## config.mk

```make
export PLATFORM = sky130hd
export DESIGN_NAME = cvs_seq
export DESIGN_NICKNAME = d
export VERILOG_FILES = /design/src/cvs_pkg.sv /design/src/cvs_atr_parse.sv /design/src/cvs_seq.sv
export SDC_FILE = /design/constraint.sdc
export NUM_CORES = 1
export LEC_CHECK = 0
export BUFFER_PORTS_ARGS = -buffer_cell sky130_fd_sc_hd__buf_2
export CAP_MARGIN = 20
export CORE_MARGIN = 1
export CORE_UTILIZATION = 50
export CTS_CLUSTER_DIAMETER = 200
export DETAILED_ROUTE_END_ITERATION = 16
export PLACE_DENSITY = 0.67
export SYNTH_ARGS = -nofsm -noshare
export SYNTH_HDL_FRONTEND = slang
export SYNTH_SLANG_ARGS = --single-unit
```

## constraint.sdc

```tcl
create_clock -name mclk_in -period 7.3 [get_ports mclk_in]
set_clock_uncertainty 0.05 [all_clocks]
set_input_delay 0.73 -clock mclk_in [delete_from_list [all_inputs] [get_ports mclk_in]]
set_output_delay 0.73 -clock mclk_in [all_outputs]
set_load 0.05 [all_outputs]
```

## src/cvs_pkg.sv

```systemverilog
// Purpose: shared constants and carriers of the card voltage class sequencer
// Assumes: 50 MHz system clock; answer-to-reset bytes come from a receiver on the same clock
// Notes: class mask bit 0 = A (highest voltage) ... bit 2 = C, bits 3..4 reserved
package cvs_pkg;

    localparam int CLK_MHZ = 50;
    // activation and deactivation times in microseconds
    localparam int PWR_SETTLE_US = 1000;
    localparam int RST_HOLD_US = 100;
    localparam int ATR_WAIT_US = 20000;
    localparam int DEACT_US = 1000;
    localparam int PWR_SETTLE_CYC = PWR_SETTLE_US * CLK_MHZ;
    localparam int RST_HOLD_CYC = RST_HOLD_US * CLK_MHZ;
    localparam int ATR_WAIT_CYC = ATR_WAIT_US * CLK_MHZ;
    localparam int DEACT_CYC = DEACT_US * CLK_MHZ;

    localparam int CORRUPT_TRIES = 3;
    localparam logic [4:0] CLASS_NONE = 5'h00;
    localparam logic [4:0] CLASS_A = 5'h01;
    localparam logic [4:0] CLASS_B = 5'h02;
    localparam logic [4:0] CLASS_C = 5'h04;
    localparam logic [4:0] CLASS_USABLE = 5'h07;

    localparam logic [7:0] TS_DIRECT = 8'h3b;
    localparam logic [7:0] TS_INVERSE = 8'h3f;
    localparam logic [3:0] PROT_GLOBAL = 4'hf;
    localparam logic [3:0] GLOBAL_MIN_GRP = 4'h3;

    // currents in units of 0.1 mA
    localparam logic [9:0] ATR_MAX_A = 10'h064;
    localparam logic [9:0] ATR_MAX_B = 10'h04b;
    localparam logic [9:0] ATR_MAX_C = 10'h032;
    localparam logic [9:0] SESS_MAX_A = 10'h258;
    localparam logic [9:0] SESS_MAX_B = 10'h1f4;
    localparam logic [9:0] SESS_MAX_C = 10'h12c;
    localparam logic [9:0] SESS_DEFAULT = 10'h064;

    typedef struct packed {
        logic valid;
        logic err;
        logic [7:0] data;
    } cvs_atr_byte_t;

    typedef struct packed {
        logic started;
        logic done;
        logic corrupt;
        logic cls_valid;
        logic [4:0] cls;
    } cvs_atr_info_t;

endpackage

```

## src/cvs_atr_parse.sv

```systemverilog
// Purpose: walks an answer-to-reset byte string and pulls out the class mask
// Assumes: bytes arrive one per valid strobe, cleared by clr_in before each attempt
// Notes: corrupt sticks until clr_in; incomplete strings are judged by the caller
`timescale 1ns/1ns
`default_nettype none
module cvs_atr_parse (
    input wire logic mclk_in,
    input wire logic sys_rst_in,
    input wire logic clr_in,
    input wire cvs_pkg::cvs_atr_byte_t byte_in,
    output cvs_pkg::cvs_atr_info_t info_out
);
    import cvs_pkg::*;

    typedef enum {PH_TS, PH_FMT, PH_IFC, PH_HIST, PH_TCK, PH_DONE} cvs_phase_t;

    cvs_phase_t phase, next_phase;
    logic [3:0] pend, next_pend;
    logic [3:0] grp, next_grp;
    logic [3:0] hist, next_hist;
    logic glob, next_glob;
    logic need_tck, next_need_tck;
    logic [7:0] xsum, next_xsum;
    cvs_atr_info_t info, next_info;

    function automatic cvs_phase_t after_ifc(input logic [3:0] p, input logic [3:0] h,
                                             input logic t);
        if (p != 4'h0) begin
            return PH_IFC;
        end else if (h != 4'h0) begin
            return PH_HIST;
        end else if (t) begin
            return PH_TCK;
        end
        return PH_DONE;
    endfunction

    always_comb begin
        logic [7:0] b;
        b = byte_in.data;
        next_phase = phase;
        next_pend = pend;
        next_grp = grp;
        next_hist = hist;
        next_glob = glob;
        next_need_tck = need_tck;
        next_xsum = xsum;
        next_info = info;
        if (clr_in) begin
            next_phase = PH_TS;
            next_info = '0;
            next_xsum = 8'h00;
            next_need_tck = 1'b0;
        end else if (byte_in.valid && phase != PH_DONE && !info.corrupt) begin
            next_info.started = 1'b1;
            if (phase != PH_TS) begin
                next_xsum = xsum ^ b;
            end
            if (byte_in.err) begin
                next_info.corrupt = 1'b1;
            end
            // every protocol accepted; a TS other than direct or inverse, a bad check byte or a TD in group 15 is corrupt
            case (phase)
                PH_TS: begin
                    if (b != TS_DIRECT && b != TS_INVERSE) begin
                        next_info.corrupt = 1'b1;
                    end
                    next_phase = PH_FMT;
                end
                PH_FMT: begin
                    next_hist = b[3:0];
                    next_pend = b[7:4];
                    next_grp = 4'h1;
                    next_glob = 1'b0;
                    next_phase = after_ifc(b[7:4], b[3:0], 1'b0);
                end
                PH_IFC: begin
                    if (pend[0]) begin
                        next_pend[0] = 1'b0;
                        // class byte: first TA after T=15, group above two
                        if (glob && grp >= GLOBAL_MIN_GRP && !info.cls_valid) begin
                            next_info.cls_valid = 1'b1;
                            next_info.cls = b[4:0];
                        end
                    end else if (pend[1]) begin
                        next_pend[1] = 1'b0;
                    end else if (pend[2]) begin
                        next_pend[2] = 1'b0;
                    end else begin
                        next_pend = b[7:4];
                        next_glob = (b[3:0] == PROT_GLOBAL);
                        next_need_tck = need_tck | (b[3:0] != 4'h0);
                        if (grp == 4'hf) begin
                            next_info.corrupt = 1'b1;
                        end
                        next_grp = grp + 4'h1;
                    end
                    next_phase = after_ifc(next_pend, hist, next_need_tck);
                end
                PH_HIST: begin
                    next_hist = hist - 4'h1;
                    next_phase = after_ifc(4'h0, next_hist, need_tck);
                end
                PH_TCK: begin
                    if ((xsum ^ b) != 8'h00) begin
                        next_info.corrupt = 1'b1;
                    end
                    next_phase = PH_DONE;
                end
                default: next_phase = PH_DONE;
            endcase
            if (next_phase == PH_DONE) begin
                next_info.done = 1'b1;
            end
        end
    end

    always_ff @(posedge mclk_in) begin
        if (sys_rst_in) begin
            phase <= PH_TS;
            pend <= 4'h0;
            grp <= 4'h0;
            hist <= 4'h0;
            glob <= 1'b0;
            need_tck <= 1'b0;
            xsum <= 8'h00;
            info <= '0;
        end else begin
            phase <= next_phase;
            pend <= next_pend;
            grp <= next_grp;
            hist <= next_hist;
            glob <= next_glob;
            need_tck <= next_need_tck;
            xsum <= next_xsum;
            info <= next_info;
        end
    end

    assign info_out = info;

endmodule
`default_nettype wire

```

## src/cvs_seq.sv

```systemverilog
// Purpose: terminal-side supply class selection during card activation, plus power limit
// Assumes: an external receiver delivers answer-to-reset bytes on mclk_in
// Notes: classes D and E are never applied; long waits are parameters for simulation
`timescale 1ns/1ns
`default_nettype none
module cvs_seq #(
    parameter int PWR_SETTLE = cvs_pkg::PWR_SETTLE_CYC,
    parameter int RST_HOLD = cvs_pkg::RST_HOLD_CYC,
    parameter int ATR_WAIT = cvs_pkg::ATR_WAIT_CYC,
    parameter int DEACT_WAIT = cvs_pkg::DEACT_CYC
) (
    input wire logic mclk_in,
    input wire logic sys_rst_in,
    input wire logic start_in,
    input wire logic [4:0] term_classes_in,
    input wire cvs_pkg::cvs_atr_byte_t atr_byte_in,
    input wire logic app_select_in,
    input wire logic access_ok_in,
    input wire logic app_cmd_in,
    input wire logic power_ind_valid_in,
    input wire logic [9:0] power_ind_in,
    output logic vcc_en_out,
    output logic [4:0] vcc_class_out,
    output logic card_clk_en_out,
    output logic card_rst_n_out,
    output logic link_ready_out,
    output logic card_rejected_out,
    output logic [4:0] card_classes_out,
    output logic app_selected_out,
    output logic [9:0] current_limit_out
);
    import cvs_pkg::*;

    typedef enum {ST_IDLE, ST_POWER, ST_RESET, ST_WAIT_ATR, ST_DEACT, ST_READY,
                  ST_REJECT} cvs_state_t;

    // lowest usable class, reserved bits dropped
    function automatic logic [4:0] lowest_class(input logic [4:0] m);
        logic [4:0] u;
        u = m & CLASS_USABLE;
        if (u[2]) begin
            return CLASS_C;
        end else if (u[1]) begin
            return CLASS_B;
        end else if (u[0]) begin
            return CLASS_A;
        end
        return CLASS_NONE;
    endfunction

    // one step up in voltage, if the terminal has it
    function automatic logic [4:0] next_higher(input logic [4:0] c, input logic [4:0] m);
        logic [4:0] up;
        up = {1'b0, c[4:1]} & CLASS_USABLE;
        if ((up & m) != CLASS_NONE) begin
            return up;
        end
        return CLASS_NONE;
    endfunction

    // gaps in a card mask are refused
    function automatic logic contiguous(input logic [4:0] m);
        logic [4:0] low;
        low = m & (~m + 5'h01);
        return ((m + low) & m) == 5'h00;
    endfunction

    function automatic logic [9:0] atr_limit(input logic [4:0] c);
        case (c)
            CLASS_A: return ATR_MAX_A;
            CLASS_B: return ATR_MAX_B;
            default: return ATR_MAX_C;
        endcase
    endfunction

    function automatic logic [9:0] sess_limit(input logic [4:0] c);
        case (c)
            CLASS_A: return SESS_MAX_A;
            CLASS_B: return SESS_MAX_B;
            default: return SESS_MAX_C;
        endcase
    endfunction

    cvs_state_t state, next_state;
    logic [31:0] timer, next_timer;
    logic [4:0] cls, next_cls;
    logic [4:0] retry_cls, next_retry_cls;
    logic [1:0] corrupt_cnt, next_corrupt_cnt;
    logic escalated, next_escalated;
    logic first_class, next_first_class;
    logic switched, next_switched;
    logic rejected, next_rejected;
    logic [4:0] card_mask, next_card_mask;
    logic parse_clr, next_parse_clr;
    cvs_atr_info_t info;

    logic vcc_en, next_vcc_en;
    logic clk_en, next_clk_en;
    logic rst_n, next_rst_n;
    logic ready, next_ready;

    cvs_atr_parse u_parse (
        .mclk_in(mclk_in),
        .sys_rst_in(sys_rst_in),
        .clr_in(parse_clr),
        .byte_in(atr_byte_in),
        .info_out(info)
    );

    always_comb begin
        logic corrupt_now;
        logic [4:0] pick;
        corrupt_now = 1'b0;
        pick = CLASS_NONE;
        next_state = state;
        next_timer = (timer != 32'h0) ? timer - 32'h1 : 32'h0;
        next_cls = cls;
        next_retry_cls = retry_cls;
        next_corrupt_cnt = corrupt_cnt;
        next_escalated = escalated;
        next_first_class = first_class;
        next_switched = switched;
        next_rejected = rejected;
        next_card_mask = card_mask;
        next_parse_clr = 1'b0;
        next_vcc_en = vcc_en;
        next_clk_en = clk_en;
        next_rst_n = rst_n;
        next_ready = ready;
        case (state)
            ST_IDLE: begin
                if (start_in) begin
                    // start at the lowest class we have
                    next_cls = lowest_class(term_classes_in);
                    next_corrupt_cnt = 2'h0;
                    next_escalated = 1'b0;
                    next_first_class = 1'b1;
                    next_switched = 1'b0;
                    next_rejected = 1'b0;
                    next_ready = 1'b0;
                    next_card_mask = CLASS_NONE;
                    if (lowest_class(term_classes_in) == CLASS_NONE) begin
                        next_rejected = 1'b1;
                        next_state = ST_REJECT;
                    end else begin
                        next_vcc_en = 1'b1;
                        next_timer = PWR_SETTLE;
                        next_state = ST_POWER;
                    end
                end
            end
            ST_POWER: begin
                if (timer == 32'h0) begin
                    next_clk_en = 1'b1;
                    next_timer = RST_HOLD;
                    next_parse_clr = 1'b1;
                    next_state = ST_RESET;
                end
            end
            ST_RESET: begin
                if (timer == 32'h0) begin
                    // the first bytes after this edge are the answer
                    next_rst_n = 1'b1;
                    next_timer = ATR_WAIT;
                    next_state = ST_WAIT_ATR;
                end
            end
            ST_WAIT_ATR: begin
                corrupt_now = info.corrupt || (timer == 32'h0 && info.started && !info.done)
                              || (info.done && info.cls_valid && !contiguous(info.cls));
                if (corrupt_now) begin
                    // same class again until three bad answers
                    next_first_class = 1'b0;
                    next_retry_cls = cls;
                    next_corrupt_cnt = corrupt_cnt + 2'h1;
                    if (corrupt_cnt + 2'h1 >= 2'(CORRUPT_TRIES)) begin
                        // only the immediate next class, once
                        next_corrupt_cnt = 2'h0;
                        next_retry_cls = escalated ? CLASS_NONE
                                                   : next_higher(cls, term_classes_in);
                        next_escalated = 1'b1;
                    end
                    next_state = ST_DEACT;
                end else if (info.done) begin
                    next_corrupt_cnt = 2'h0;
                    // missing class byte: the card runs at the present class
                    next_card_mask = info.cls_valid ? info.cls : cls;
                    pick = lowest_class(info.cls & term_classes_in);
                    // move to a class the card indicates, only from the first class tried, else reject
                    if (info.cls_valid && (info.cls & cls) == CLASS_NONE) begin
                        next_retry_cls = (switched || !first_class) ? CLASS_NONE : pick;
                        next_switched = 1'b1;
                        next_first_class = 1'b0;
                        next_state = ST_DEACT;
                    end else begin
                        // other traffic allowed only from here
                        next_ready = 1'b1;
                        next_state = ST_READY;
                    end
                end else if (timer == 32'h0) begin
                    // silent card: step up one class
                    next_first_class = 1'b0;
                    next_corrupt_cnt = 2'h0;
                    next_retry_cls = next_higher(cls, term_classes_in);
                    next_state = ST_DEACT;
                end
                if (next_state == ST_DEACT) begin
                    next_rst_n = 1'b0;
                    next_clk_en = 1'b0;
                    next_vcc_en = 1'b0;
                    next_timer = DEACT_WAIT;
                end
            end
            ST_DEACT: begin
                if (timer == 32'h0) begin
                    if (retry_cls == CLASS_NONE) begin
                        next_rejected = 1'b1;
                        next_state = ST_REJECT;
                    end else begin
                        next_cls = retry_cls;
                        next_vcc_en = 1'b1;
                        next_timer = PWR_SETTLE;
                        next_state = ST_POWER;
                    end
                end
            end
            ST_READY: begin
                if (start_in) begin
                    // fresh activation needs the supply off first
                    next_ready = 1'b0;
                    next_rst_n = 1'b0;
                    next_clk_en = 1'b0;
                    next_vcc_en = 1'b0;
                    next_timer = DEACT_WAIT;
                    next_state = ST_IDLE;
                end
            end
            ST_REJECT: begin
                if (start_in) begin
                    next_state = ST_IDLE;
                end
            end
            default: next_state = ST_IDLE;
        endcase
        // supply may only be re-raised once the off time has elapsed
        if (state == ST_IDLE && timer != 32'h0) begin
            next_state = ST_IDLE;
            next_vcc_en = 1'b0;
            next_cls = cls;
            next_rejected = rejected;
        end
    end

    always_ff @(posedge mclk_in) begin
        if (sys_rst_in) begin
            state <= ST_IDLE;
            timer <= 32'h0;
            cls <= CLASS_NONE;
            retry_cls <= CLASS_NONE;
            corrupt_cnt <= 2'h0;
            escalated <= 1'b0;
            first_class <= 1'b0;
            switched <= 1'b0;
            rejected <= 1'b0;
            card_mask <= CLASS_NONE;
            parse_clr <= 1'b1;
            vcc_en <= 1'b0;
            clk_en <= 1'b0;
            rst_n <= 1'b0;
            ready <= 1'b0;
        end else begin
            state <= next_state;
            timer <= next_timer;
            cls <= next_cls;
            retry_cls <= next_retry_cls;
            corrupt_cnt <= next_corrupt_cnt;
            escalated <= next_escalated;
            first_class <= next_first_class;
            switched <= next_switched;
            rejected <= next_rejected;
            card_mask <= next_card_mask;
            parse_clr <= next_parse_clr;
            vcc_en <= next_vcc_en;
            clk_en <= next_clk_en;
            rst_n <= next_rst_n;
            ready <= next_ready;
        end
    end

    // power bookkeeping of the running application
    logic selected, next_selected;
    logic ind_seen, next_ind_seen;
    logic [9:0] ind, next_ind;
    logic [9:0] limit, next_limit;

    always_comb begin
        next_selected = selected;
        next_ind_seen = ind_seen;
        next_ind = ind;
        if (!ready) begin
            next_selected = 1'b0;
            next_ind_seen = 1'b0;
        end else begin
            if (app_select_in) begin
                next_selected = 1'b0;
                next_ind_seen = 1'b0;
            end
            // indication from select or status response
            if (power_ind_valid_in) begin
                next_ind_seen = 1'b1;
                next_ind = (power_ind_in > sess_limit(cls)) ? sess_limit(cls) : power_ind_in;
            end
            // only verification or a real command selects
            if (access_ok_in || app_cmd_in) begin
                next_selected = 1'b1;
            end
        end
        // default session figure when selected and nothing was indicated
        if (!next_selected) begin
            next_limit = atr_limit(next_cls);
        end else if (next_ind_seen) begin
            next_limit = next_ind;
        end else begin
            next_limit = SESS_DEFAULT;
        end
    end

    always_ff @(posedge mclk_in) begin
        if (sys_rst_in) begin
            selected <= 1'b0;
            ind_seen <= 1'b0;
            ind <= 10'h000;
            limit <= ATR_MAX_C;
        end else begin
            selected <= next_selected;
            ind_seen <= next_ind_seen;
            ind <= next_ind;
            limit <= next_limit;
        end
    end

    assign vcc_en_out = vcc_en;
    assign vcc_class_out = cls;
    assign card_clk_en_out = clk_en;
    assign card_rst_n_out = rst_n;
    assign link_ready_out = ready;
    assign card_rejected_out = rejected;
    assign card_classes_out = card_mask;
    assign app_selected_out = selected;
    assign current_limit_out = limit;

endmodule
`default_nettype wire
```

Yosys cells after proc, flatten, opt, wreduce, memory -nomap -nowiden. Cells that the tools add are included.

$lt $le $gt $ge: 3. Reduce and logical (&&, ||, !) cells: 69. Equality and inequality tests: 44. Add/sub/neg operators: 6. Bitwise logic cells: 10. Multiplexer cells: 194.

Operator list (count): two-way mux 32 bit (27); one-hot mux 32 bit (6 select lines) (2); two-way mux 5 bit (28); == test 32 x 2 -> 1 bit, second input constant (4); == test 32 x 3 -> 1 bit, second input constant (4); logical NOT 32 bit (4); one-hot mux 32 bit (4 select lines) (1); two-way mux 1 bit (92); two-way mux 10 bit (7); == test 32 x 1 -> 1 bit, second input constant (2); == test 32 x 4 -> 1 bit, second input constant (2); nonzero test 32 bit (2); != test 2 bit, second input constant (17); != test 32 x 4 -> 1 bit, second input constant (1); subtractor 32 x 1 -> 32 bit, second input constant (1); two-way mux 3 bit (8); one-hot mux 4 bit (2 select lines) (3); AND reduction 4 bit (6); nonzero test 4 bit (6); logical NOT 5 bit (4); one-hot mux 10 bit (2 select lines) (1); one-hot mux 5 bit (2 select lines) (2); AND reduction 5 bit (4); two-way mux 2 bit (8); other kinds (41) (90).

Word-level logic and storage cells: 357. Register bits: 175. Output and inout port bits: 26. Input bits: 32.

Longest topological paths before layout.
Depth in word-level cells: 20. Depth in mapped cells: 15. Mapped depth without buffers: 13.

By module. From an unflattened synthesis, not the netlist that was laid out.

Cell total of the unflattened synthesis: 856. Area, all modules: 7125.6 um2.

Modules (own cells, without submodules): cvs_seq (cells each 628, instances 1, seq. area each 2242.2 um2, area an instance 5306.3 um2); cvs_atr_parse (cells each 228, instances 1, seq. area each 680.7 um2, area an instance 1819.2 um2).

Least setup slack after synthesis. Ideal clock, no wire load.

Path type: reg-to-reg. From: register cls[2] (netlist: vcc_class_out[2]). To: register limit[7] (netlist: current_limit_out[7]). Stages on the path, launching flop included: 14. Setup slack: 3.935 ns. Data required time: 7.131 ns. Setup time: 0.119 ns. Arrival time: 3.196 ns. Path buffers: 2. Clock period less this slack: 3.365 ns. Cells stage by stage: dfxtp_1 > clkbuf_1 > nor3_1 > and3b_1 > ha_1 > nor2b_1 > o21a_1 > o21ai_0 > a21oi_1 > o31ai_1 > clkbuf_1 > mux2_2 > mux2i_1 > nor2_1.

Longest elaborated chain between the ends: 10. Elaborated cells between the ends (all ways): 11. Those cells by class: order compare: 1; eq/ne: 2; mux: 8.

Ends and longest elaborated chain: start: declaration (line cvs_seq.sv:86) `logic [4:0] cls, next_cls;`; start signal: assignment (line cvs_seq.sv:274) `cls <= next_cls;`; == test 5 x 2 -> 1 bit / == test 5 x 1 -> 1 bit (equally long branches) (line cvs_seq.sv:77) `case (c)`; one-hot mux 10 bit (2 select lines) (*) (line cvs_seq.sv:77); two-way mux 10 bit (line cvs_seq.sv:309) `if (power_ind_valid_in) begin`; two-way mux 10 bit (line cvs_seq.sv:300) `if (!ready) begin`; > comparator 10 bit (line cvs_seq.sv:311) `next_ind = (power_ind_in > sess_limit(cls)) ? sess_limit(cls) : power_ind_in;`; two-way mux 10 bit (*) (line cvs_seq.sv:311); two-way mux 10 bit (*) (line cvs_seq.sv:309); two-way mux 10 bit (*) (line cvs_seq.sv:300); two-way mux 10 bit (*) (line cvs_seq.sv:321) `end else if (next_ind_seen) begin`; two-way mux 10 bit (*) (line cvs_seq.sv:319) `if (!next_selected) begin`; end signal: assignment (line cvs_seq.sv:338) `limit <= next_limit;`; end: declaration (line cvs_seq.sv:294) `logic [9:0] limit, next_limit;`.

Mark *: on every way between the ends. The rest lies on a longest branch, timed or not. The select of a mux whose other input is x is not followed. A chain may end at the register's enable or synchronous reset.

Worst setup path after layout.
From: register cls[2] (netlist: vcc_class_out[2]). To: register limit[6] (netlist: current_limit_out[6]).

Longest elaborated chain between the ends: 10. Elaborated cells between the ends (all ways): 19. Those cells by class: order compare: 1; eq/ne: 4; mux: 14.

Ends and longest elaborated chain (line): == test 5 x 2 -> 1 bit / == test 5 x 1 -> 1 bit (equally long branches) (cvs_seq.sv:77); one-hot mux 10 bit (2 select lines) (cvs_seq.sv:77); two-way mux 10 bit (cvs_seq.sv:309); two-way mux 10 bit (cvs_seq.sv:300); > comparator 10 bit (cvs_seq.sv:311); two-way mux 10 bit (cvs_seq.sv:311); two-way mux 10 bit (cvs_seq.sv:309); two-way mux 10 bit (cvs_seq.sv:300); two-way mux 10 bit (cvs_seq.sv:321); two-way mux 10 bit (*) (cvs_seq.sv:319).

Marked as above.

==> impl_metrics.csv <==
group,metric,value,unit
final_layout,areaGrowthSynthToFinish,16.3,%
yosys,avgSynthCellArea,8.50,um^2
yosys,synth-main-ff-cell,"dfxtp_1",
routing,first_pass_iters,6,
clocking,clockBufferDepth,2,
global_routing,grt_pass1_vias,5756,
sta,hold_viol_final,0,
yosys,yosysMostFrequentCell,"dfxtp_1",
clocking,cts_setup_buffers,0,
final_layout,layout.nets,926,
pwr,p_leak,3.20,nW
final_layout,diodes,0,
worst_setup_path,path_cells,"nor3_1 > and3b_1 > inv_1 > nand2_1 > inv_1 > ha_1 > o21a_1 > o21ai_0 > a21oi_1 > o31ai_1 > buf_4 > mux2_2 > o221ai_1 > nand2_1",
pwr,max-vdd-ir-drop,0.182,mV
floorplanning,core,13300,um^2
clocking,numClockSinks,146,
global_routing,grt_overflow,0,
sta,tightestPinTransition,0.944,ns
placement,place.gp.congestion,0.879,
yosys,synth_top_cell_by_area,"dfxtp_1",
routing,drt-initial-drc-count,515,
routing,via_per_inst,5.73,
floorplanning,dieArea,14300,um^2
yosys,yosysWarnings,0,
hold_path,hp-start,"timer[0]",
routing,postRouteAntennaNets,0,
worst_setup_path,path_max_fanout,9,
yosys,ys_types,83,
yosys,ys_ff_latch,146,
floorplanning,die_x,120,um
routing,vias,6127,
yosys,synthCells,813,
global_routing,grt_max_degree,62,
yosys,ys_top_cells_by_area,"dfxtp_1, nor2_1, a21oi_1",
sta,drv_slew,0,
run,max_cap_violations,0,
routing,drc,0,
worst_setup_path,critPathBufInv,3,
clocking,clock_latency,0.43,ns
clocking,path_clk_slew,0.06,ns
clocking,tritoncts,"done",
yosys,syn_area,6910,um^2
worst_setup_path,max_stage_delay,0.56,ns
yosys,seq_area_frac_synth,42.3,%
worst_setup_path,worstSetupPathType,"reg2reg",
sta,fin_crit,3.58,ns
floorplanning,pin_count,58,
pwr,power_density,327,nW/um^2
worst_setup_path,cp_slowest_cell,"o31ai_1",
floorplanning,rows,42,
routing,wire_per_inst,15.8,um
clocking,cts-hold-fix-buffers,0,
global_routing,grt_pass1_wl,27.7,mm
final_layout,layout-drive-gt1-share,13.8,%
placement,portBuffers,55,
floorplanning,die_h,120,um
sta,post-route-period-util,49.0,%
worst_setup_path,reg2reg_from,"vcc_class_out[2]",
outcome,status,"finished clean",
global_routing,grt_usage,24.5,%
worst_setup_path,crit_required,7.57,ns
clocking,h-tree-depth,4,
clocking,clockRootBuffer,"clkbuf_16",
routing,routed_wl,16.9,mm
global_routing,antenna_found_initial,0,
hold_path,hold_class,"reg2reg",
yosys,async_reset_ff_share,0,%
yosys,yosys-top-cells-count,"dfxtp_1, nor2_1, nand2_1",
floorplanning,start_util,51.8,%
sta,slew-limit-headroom,36.6,%
sta,tns,0,ns
sta,hold_slack,0.403,ns
worst_setup_path,cp-start-kind,"flip-flop",
worst_setup_path,cp-startpoint,"vcc_class_out[2]",
sta,setup_viol,0,
worst_setup_path,cpLargestDelayFamily,"compound AO/OA/AOI/OAI gates",
placement,dpl.hpwl,11.8,mm
final_layout,nFillCells,1200,
yosys,synth_edf_count,0,
worst_setup_path,crit_path_end_kind,"flip-flop",
sta,rsz0062_at_grt,"no",
yosys,synth_top_area_share,42.3,%
sta,fmax,280,MHz
clocking,cts_buffers,17,
clocking,cts-resized-gates,0,
worst_setup_path,arrival,3.85,ns
state kept, by name (all words and copies together), names as in the netlist, 2 cells and up:
name,flops
u_parse.xsum,8
state,32
u_parse.pend,4
u_parse.phase,3
u_parse.grp,4
retry_cls,5
ind,10
vcc_class_out,5
corrupt_cnt,2
card_classes_out,5
u_parse.hist,4
timer,32
u_parse.info_out,9
current_limit_out,10
where the power goes:
part	switching, W	leakage [nW]	internal, W
combinational	0.000414	1.70	0.000283
sequential	0.0000875	1.19	0.000887
clock	0.000356	0.312	0.000596
metrics by stage:
stage               setup slack [ns]  cells  utilization [%]  power (W)  instance area, um^2
global route                    3.49   1070             60.2    0.00276                 8030
floorplan                       3.93    841                -    0.00154                 7010
global placement                3.80   1037             55.2    0.00165                 7370
finish                          3.72   1070             60.2    0.00262                 8030
detailed placement              3.80   1037             55.2    0.00167                 7370
CTS                             3.77   1069             60.1    0.00264                 8030
layout by cell type, fill, tap and decap left out, drive strengths merged, types with 17 or more instances in the layout:
master / n
buf: 59
inv: 23
a21oi: 59
conb: 29
xnor2: 23
clkbuf: 20
nor3: 39
nor2: 110
dfxtp: 146
nand3: 24
mux2i: 17
nand2: 76
xor2: 26
nor4: 20
nor2b: 17
o21ai: 31
per-layer routing:
metal	track usage [%]	wire, um
met2	38.8	7700
met1	32.7	7870
met5	0	0
met4	9.92	388
met3	4.90	954
final cells by class:
type / count / area (um^2) / area share [%]
multi-input cells: 636 / 3850 / 47.9
clock buffers: 19 / 453 / 5.64
clock inverters: 13 / 199 / 2.48
inverters: 20 / 75.1 / 0.934
flip-flops and latches: 146 / 2920 / 36.4
well taps: 176 / 220 / 2.74
repair buffers: 60 / 313 / 3.89
worst paths after layout:
path                          end  slack, ns  depth (start not counted)
max          current_limit_out[6]       3.72                         14
min                      timer[0]       0.40                          1
max reg2reg  current_limit_out[6]       3.72                         14
min reg2reg              timer[0]       0.40                          1
cells by family after synthesis:
group                    count (synthesis)  share of synthesized area [%]
flip-flops                             146                           42.3
AND/OR/NAND/NOR                        352                           26.0
AO/OA/AOI/OAI                          174                           16.8
adder cells (fa/ha/maj)                 13                           2.35
other                                    1                         0.0543
buffers and inverters                   59                           3.48
XOR/XNOR                                49                           6.21
multiplexers                            19                           2.79
(Power assumes the default switching activity.)
